$ cat src/design/pceirq_pkg.sv
// Package: constants, register map and state carrier for the pin change interrupt block
//------------------------------------------------------------
// Functional notes
// - Master enable lets pin edges wake from sleep
// - Sleep edges recorded before first wake fetch
// - Port A rise enables bits 5:0, rest zero
// - Port A fall enables bits 5:0, rest zero
// - Port A flag set on enabled edge
// - Flags sticky; hardware sets, software clears
// - Port B rise enables bits 7:4, rest zero
// - Port B fall enables bits 7:4, rest zero
// - Port B flag set on enabled edge
// - Detection continues while master enable clear
// - Summary flag is OR of all flags
// - Edge during clear write leaves flag set
// - Both enables set flag on either edge
//------------------------------------------------------------
package pceirq_pkg;
	// Register indices on the plain port
	localparam logic [3:0] ADDR_A_RISE = 4'h0;
	localparam logic [3:0] ADDR_A_FALL = 4'h1;
	localparam logic [3:0] ADDR_A_FLAG = 4'h2;
	localparam logic [3:0] ADDR_B_RISE = 4'h3;
	localparam logic [3:0] ADDR_B_FALL = 4'h4;
	localparam logic [3:0] ADDR_B_FLAG = 4'h5;
	localparam logic [3:0] ADDR_CTRL = 4'h6;
	localparam logic [3:0] ADDR_STATUS = 4'h7;
	localparam logic [3:0] ADDR_MASK = 4'h8;
	// Implemented bit masks
	localparam logic [7:0] PORT_A_MASK = 8'h3F;
	localparam logic [7:0] PORT_B_MASK = 8'hF0;
	localparam logic [7:0] ZERO_BYTE = 8'h00;
	// Control register fields
	localparam int CTRL_MASTER_EN_BIT = 0;
	localparam int CTRL_SUMMARY_BIT = 1;
	// Status register fields (events)
	localparam int STAT_A_BIT = 0;
	localparam int STAT_B_BIT = 1;
	localparam int STAT_WIDTH = 2;
	// Bus request carrier
	typedef struct packed {
		logic [3:0] addr;
		logic [7:0] wdata;
		logic wr;
		logic rd;
	} pceirq_bus_type;
	// Whole block state
	typedef struct packed {
		logic [7:0] a_sync1;
		logic [7:0] a_sync2;
		logic [7:0] a_prev;
		logic [7:0] b_sync1;
		logic [7:0] b_sync2;
		logic [7:0] b_prev;
		logic [7:0] a_rise;
		logic [7:0] a_fall;
		logic [7:0] a_flag;
		logic [7:0] b_rise;
		logic [7:0] b_fall;
		logic [7:0] b_flag;
		logic master_en;
		logic [STAT_WIDTH-1:0] status;
		logic [STAT_WIDTH-1:0] mask;
		logic [7:0] rdata;
	} pceirq_state_type;
endpackage

$ cat src/design/pceirq_top.sv
// Pin change interrupt block: edge detect, flags, register port, interrupt
//
// Decided for this implementation: the strobed register port and the placing of the registers.
module pceirq_top
	import pceirq_pkg::*;
(
	// Clock and reset
	input wire logic core_clk_i,
	input wire logic nrst_i,
	// Monitored pins
	input wire logic [5:0] port_a_pin_i,
	input wire logic [7:4] port_b_pin_i,
	// Register port
	input wire logic [3:0] addr_i,
	input wire logic [7:0] wdata_i,
	input wire logic wr_i,
	input wire logic rd_i,
	output logic [7:0] rdata_o,
	// Interrupt and wake
	output logic change_irq_o,
	output logic wake_o,
	output logic irq_o
);
	//------------------------------------------------------------
	// Edge detect helper
	//------------------------------------------------------------
	// Flag request from enables and previous/current sample
	function automatic logic [7:0] edge_hits(input logic [7:0] cur, input logic [7:0] old,
		input logic [7:0] rise, input logic [7:0] fall);
		edge_hits = (rise & cur & ~old) | (fall & ~cur & old);
	endfunction

	pceirq_bus_type bus;
	pceirq_state_type state_reg;
	pceirq_state_type state_next;
	logic [7:0] a_hit;
	logic [7:0] b_hit;
	logic summary;

	assign bus = '{addr: addr_i, wdata: wdata_i, wr: wr_i, rd: rd_i};

	//------------------------------------------------------------
	// Next state
	//------------------------------------------------------------
	always_comb begin
		state_next = state_reg;
		// Two-flop synchroniser then edge history
		state_next.a_sync1 = {2'h0, port_a_pin_i};
		state_next.b_sync1 = {port_b_pin_i, 4'h0};
		state_next.a_sync2 = state_reg.a_sync1;
		state_next.b_sync2 = state_reg.b_sync1;
		state_next.a_prev = state_reg.a_sync2;
		state_next.b_prev = state_reg.b_sync2;
		// Detection ignores master enable
		a_hit = edge_hits(state_reg.a_sync2, state_reg.a_prev, state_reg.a_rise,
			state_reg.a_fall) & PORT_A_MASK;
		b_hit = edge_hits(state_reg.b_sync2, state_reg.b_prev, state_reg.b_rise,
			state_reg.b_fall) & PORT_B_MASK;
		// Register writes, unimplemented bits dropped
		if (bus.wr) begin
			case (bus.addr)
				ADDR_A_RISE: state_next.a_rise = bus.wdata & PORT_A_MASK;
				ADDR_A_FALL: state_next.a_fall = bus.wdata & PORT_A_MASK;
				ADDR_A_FLAG: state_next.a_flag = bus.wdata & state_reg.a_flag;
				ADDR_B_RISE: state_next.b_rise = bus.wdata & PORT_B_MASK;
				ADDR_B_FALL: state_next.b_fall = bus.wdata & PORT_B_MASK;
				ADDR_B_FLAG: state_next.b_flag = bus.wdata & state_reg.b_flag;
				ADDR_CTRL: state_next.master_en = bus.wdata[CTRL_MASTER_EN_BIT];
				ADDR_STATUS: state_next.status = state_reg.status & ~bus.wdata[STAT_WIDTH-1:0];
				ADDR_MASK: state_next.mask = bus.wdata[STAT_WIDTH-1:0];
				default: state_next.rdata = state_reg.rdata;
			endcase
		end
		// Hardware set wins over a clearing write
		state_next.a_flag = state_next.a_flag | a_hit;
		state_next.b_flag = state_next.b_flag | b_hit;
		state_next.status[STAT_A_BIT] = state_next.status[STAT_A_BIT] | (|a_hit);
		state_next.status[STAT_B_BIT] = state_next.status[STAT_B_BIT] | (|b_hit);
		// Read data, one cycle after the strobe; unmapped reads zero
		state_next.rdata = ZERO_BYTE;
		if (bus.rd) begin
			case (bus.addr)
				ADDR_A_RISE: state_next.rdata = state_reg.a_rise;
				ADDR_A_FALL: state_next.rdata = state_reg.a_fall;
				ADDR_A_FLAG: state_next.rdata = state_reg.a_flag;
				ADDR_B_RISE: state_next.rdata = state_reg.b_rise;
				ADDR_B_FALL: state_next.rdata = state_reg.b_fall;
				ADDR_B_FLAG: state_next.rdata = state_reg.b_flag;
				ADDR_CTRL: begin
					state_next.rdata[CTRL_MASTER_EN_BIT] = state_reg.master_en;
					state_next.rdata[CTRL_SUMMARY_BIT] = summary;
				end
				ADDR_STATUS: state_next.rdata[STAT_WIDTH-1:0] = state_reg.status;
				ADDR_MASK: state_next.rdata[STAT_WIDTH-1:0] = state_reg.mask;
				default: state_next.rdata = ZERO_BYTE;
			endcase
		end
	end

	//------------------------------------------------------------
	// State register, synchronous active-low reset
	//------------------------------------------------------------
	always_ff @(posedge core_clk_i) begin
		if (!nrst_i) begin
			state_reg <= '0;
		end else begin
			state_reg <= state_next;
		end
	end

	// Summary flag and gated request
	assign summary = |{state_reg.a_flag, state_reg.b_flag};
	assign change_irq_o = summary & state_reg.master_en;
	assign wake_o = change_irq_o;
	assign irq_o = |(state_reg.status & state_reg.mask);
	assign rdata_o = state_reg.rdata;
endmodule

$ cat config.mk
export PLATFORM = sky130hd
export DESIGN_NAME = pceirq_top
export DESIGN_NICKNAME = d
export VERILOG_FILES = /design/src/design/pceirq_pkg.sv /design/src/design/pceirq_top.sv
export SDC_FILE = /design/constraint.sdc
export NUM_CORES = 1
export LEC_CHECK = 0
export BUFFER_PORTS_ARGS = -buffer_cell sky130_fd_sc_hd__buf_2
export CORE_UTILIZATION = 62
export DETAILED_ROUTE_END_ITERATION = 12
export PLACE_DENSITY = 0.92
export SETUP_SLACK_MARGIN = 0.02
export SLEW_MARGIN = 20
export SYNTH_ARGS = -nofsm -noshare
export SYNTH_HDL_FRONTEND = slang
export SYNTH_SLANG_ARGS = --single-unit
$ cat constraint.sdc
create_clock -name core_clk_i -period 1.9 [get_ports core_clk_i]
set_clock_uncertainty 0.05 [all_clocks]
set_input_delay 0.19 -clock core_clk_i [delete_from_list [all_inputs] [get_ports core_clk_i]]
set_output_delay 0.19 -clock core_clk_i [all_outputs]
set_load 0.03 [all_outputs]
# == Yosys cells after proc, flatten, opt, wreduce, memory -nomap -nowiden ==
# Index checks and enable logic that the tools add are counted.
# totals
regBits,91
# op_classes
n_eq_ne,8
n_mux,12
n_reduce_logical,12
bitwise_logic,24
# ops
operator,count
2-to-1 mux 61 bit,1
AND 8 bit,6
case mux 6 bit (6 select lines),1
2-to-1 mux 8 bit,4
AND 6 bit,4
"== test 4 x 3 -> 1 bit, second input constant",4
inverter 8 bit,2
bitwise OR 8 bit,2
OR reduction 16 bit,1
case mux 2 bit (7 select lines),1
AND reduction 2 bit,7
2-to-1 mux 6 bit,2
inverter 6 bit,2
"== test 4 x 2 -> 1 bit, second input constant",2
bitwise OR 8 x 6 -> 8 bit,1
bitwise OR 6 bit,1
OR reduction 6 bit,1
AND 2 bit,2
"== test 4 x 1 -> 1 bit, second input constant",1
"== test 4 bit, second input constant",1
logical NOT 4 bit,1
2-to-1 mux 2 bit,2
OR reduction 4 bit,1
inverter 2 bit,1
other kinds (4),5

# == Logic depth before layout (Yosys ltp) ==
# depth
ltp_word,6
depth_mapped,6

# == Least setup slack after synthesis ==
# No wires, ideal clock.
# synth_path
path_kind,reg2out
from,register state_reg[15] (netlist name)
to,output port wake_o
t_required_ns,1.660
setup_slack_ns,0.490
path_stages_with_launch,5
arrival_time_ns,1.170
path_buffers,1
cell_sequence,dfxtp_1 nor4_1 nand4_1 and2_1 buf_4
# synth_via
elab_chain_cells,2
# synth_rtl
item,line_no,text
"start, declared",pceirq_top.sv:34,pceirq_state_type state_reg;
"start signal, assigned",pceirq_top.sv:107,state_reg <= state_next;
OR reduction 16 bit,pceirq_top.sv:112,"assign summary = |{state_reg.a_flag, state_reg.b_flag};"
AND 1 bit,pceirq_top.sv:113,assign change_irq_o = summary & state_reg.master_en;
"end, declared",pceirq_top.sv:21,"output logic wake_o,"
# No other way between the ends.

# == Worst setup path in the final report ==
# layout_path
from,register state_reg[43] (netlist name)
to,output port change_irq_o
# layout_via
elab_chain_cells,2
# layout_rtl
item,line_no,text
OR reduction 16 bit,pceirq_top.sv:112,
AND 1 bit,pceirq_top.sv:113,
"end, declared",pceirq_top.sv:20,"output logic change_irq_o,"
# No other way between the ends.

==> metrics.txt <==
Fin. Hold Viols=0; Synthesized Nets=between 300 and 400; H-tree depth=3; final wirelength=around 7.7 mm; status=complete, no violations; maxcap violations=0; initial core utilization=between 60% and 70%; Setup crit start kind=flop; nets@finish=between 400 and 500; Post-synth EDFFs=0; Reg clk slew, reported paths=0.08 ns; most frequent cells in the layout=dfxtp_1, nand2_1, a21oi_1; core area=4850 µm²; DRT iter0 DRCs=419; FFs w/ async S/R, synth=0%; vias in the first global route=2,608; CP arrival=between 1.5 and 2 ns; setup ws final=between 0.15 and 0.2 ns; setup violators final=0; slew of the pin with the lowest slew margin=about 0.44 ns; Pwr Density=913 nW/µm²; Final Slew Violations=0; Slew HR=about 70%; peak supply drop=a little under 700 µV; Pleak=~1.4 nW; gr busiest metal=met2; most common cell after layout, fill and taps aside=dfxtp_1; Synth cell types=45; crit path kind=reg -> out; Critical Path RT=between 1.5 and 2 ns; Layout fillers=338; Crit. End Element=output pin; max reg flops=between 50 and 60; met1 Use GR=around two fifths; RSZ-0062 raised after global routing=false; footprint of the multi-input gates=between 1000 and 1500 µm²; Post-CTS Setup Repair Bufs=0; Mapped Area=between 3000 and 4000 µm²; Main synth FF type=dfxtp_1; io pins=37; DRC Markers=0; Final ANT Viol Nets=0; final setup TNS=0 ns; global-route wire length before repair=~12 mm; CTS tree=done; met3 Use GR=7.68%; Final Cycle Share=between 90 and 100%; initial antenna violation count=0; number of vias per cell=6.20; FF+latch area=roughly 1600 µm²; Synth Instances=roughly 350; share of post-route cells with drive strength above 1=around 18%; die area=around 5500 µm²; Yosys reg bits=~80; cts bufs inserted=9; Via Count=around 2,800; Die Width=roughly 74 µm; Sink Count=79; GRT overflow=0; M2 GR Usage=between 40% and 50%; drt wl/cell=about 17 µm; Root Buffer=clkbuf_8; syn avg cell area=between 9 and 10 µm²; sequential element share of the synthesized area=a little under 50%; synth-to-layout area growth=16.7%; DP Worst Slack=approximately 0.31 ns; clk_lat worst skew=0.35 ns; die extent in y=around 74 µm; largest net degree at the start of global routing=36; Hold Path Class=in -> reg; row count=25; routability cong.=0.891; post-DP HPWL=~5.1 mm; Pre-antenna DRT Iters=6; post-layout min period=~1.7 ns; worst-path maximum fanout=3; Synthesis Warnings=0; Peak Freq=0.572 GHz; Max Root-Sink Buffers=2; GR Util All Layers=30.6%; # diodes=0; IO buf count=36
[worst paths after layout]
kind | depth (start not counted) | endpoint | start | slack, ns
worst min-delay path | 3 | state_reg[36] | wdata_i[7] | 0.07
worst max register to register | 4 | rdata_o[0] | state_reg[10] | 0.67
worst min register to register | 1 | state_next[66] | state_next[74] | 0.39
worst max-delay path | 4 | change_irq_o | state_reg[43] | 0.15
[final cells by class]
type                    instances  area share [%]
multi-input cells             237            39.6
well taps                      67            2.24
clock inverters                 5            2.81
flip-flops and latches         79            42.2
clock buffers                  11            3.78
repair buffers                 53            8.89
inverters                       4           0.401
[report_power, final]
part | leakage, nW | internal (mW) | switching [mW]
registers | 0.642 | 1.69 | 0.0181
logic | 0.653 | 0.0797 | 0.124
clock network | 0.116 | 0.909 | 0.599
total | 1.41 | 2.68 | 0.741
[logic make-up (layout without fill, tap and decap cells)]
| group | after synthesis | in the layout | synth area share, % |
|---|---|---|---|
| simple gates | 140 | 140 | 25.2 |
| compound gates | 90 | 90 | 18.0 |
| flops | 79 | 79 | 49.3 |
| buf+inv | 31 | 73 | 5.19 |
| mux | 7 | 7 | 2.34 |
[repair_timing]
item | CTS | global route
hold buffers | 10 | 0
setup endpoints to repair | 0 | 2
endpoints found under the hold margin | 10 | 0
resized for setup | 0 | 4
[synthesized netlist by cell type (2+ instances only)]
library cell / number / area, µm²
a21oi_1: 37 / 185
a222oi_1: 3 / 30.0
a22o_1: 6 / 52.6
a22oi_1: 7 / 52.6
a31oi_1: 4 / 25.0
a41oi_1: 2 / 17.5
and2_1: 33 / 206
buf_2: 4 / 20.0
buf_4: 12 / 90.1
clkbuf_1: 10 / 37.5
dfxtp_1: 79 / 1580
inv_1: 2 / 7.51
mux2_1: 3 / 33.8
mux2i_1: 3 / 30.0
nand2_1: 44 / 165
nand3_1: 25 / 125
nand3b_1: 10 / 75.1
nand4_1: 2 / 12.5
nor2_1: 5 / 18.8
nor2b_1: 4 / 25.0
nor4_1: 4 / 25.0
o211a_1: 4 / 40.0
o21a_1: 10 / 75.1
o21ai_1: 12 / 60.1
or3_1: 2 / 12.5
[metal layers]
layer / up-vias / routed length, µm
met5: - / 0
met1: 1309 / 3280
li1: 1298 / -
met3: 37 / 659
met4: 0 / 265
met2: 183 / 3540
[critical path, stage by stage (launching register included)]
cell and delay (ns):
dfxtp_1 0.35, nor4_2 0.28, nand4_1 0.16, and2_1 0.20, buf_2 0.17
[per-stage QoR]
stage	cells	util [%]	cell area, µm²	power (mW)	hold slack, ns
2_1_floorplan	347	-	3210	1.85	0.267
3_3_place_gp	430	69.5	3370	1.92	0.345
3_5_place_dp	430	69.5	3370	1.93	0.348
4_1_cts	456	76.7	3720	3.42	0.0735
5_1_grt	456	77.2	3740	3.51	0.0779
6_report	456	77.2	3740	3.42	0.0739
No activity file was read; power rests on OpenSTA's default activity.
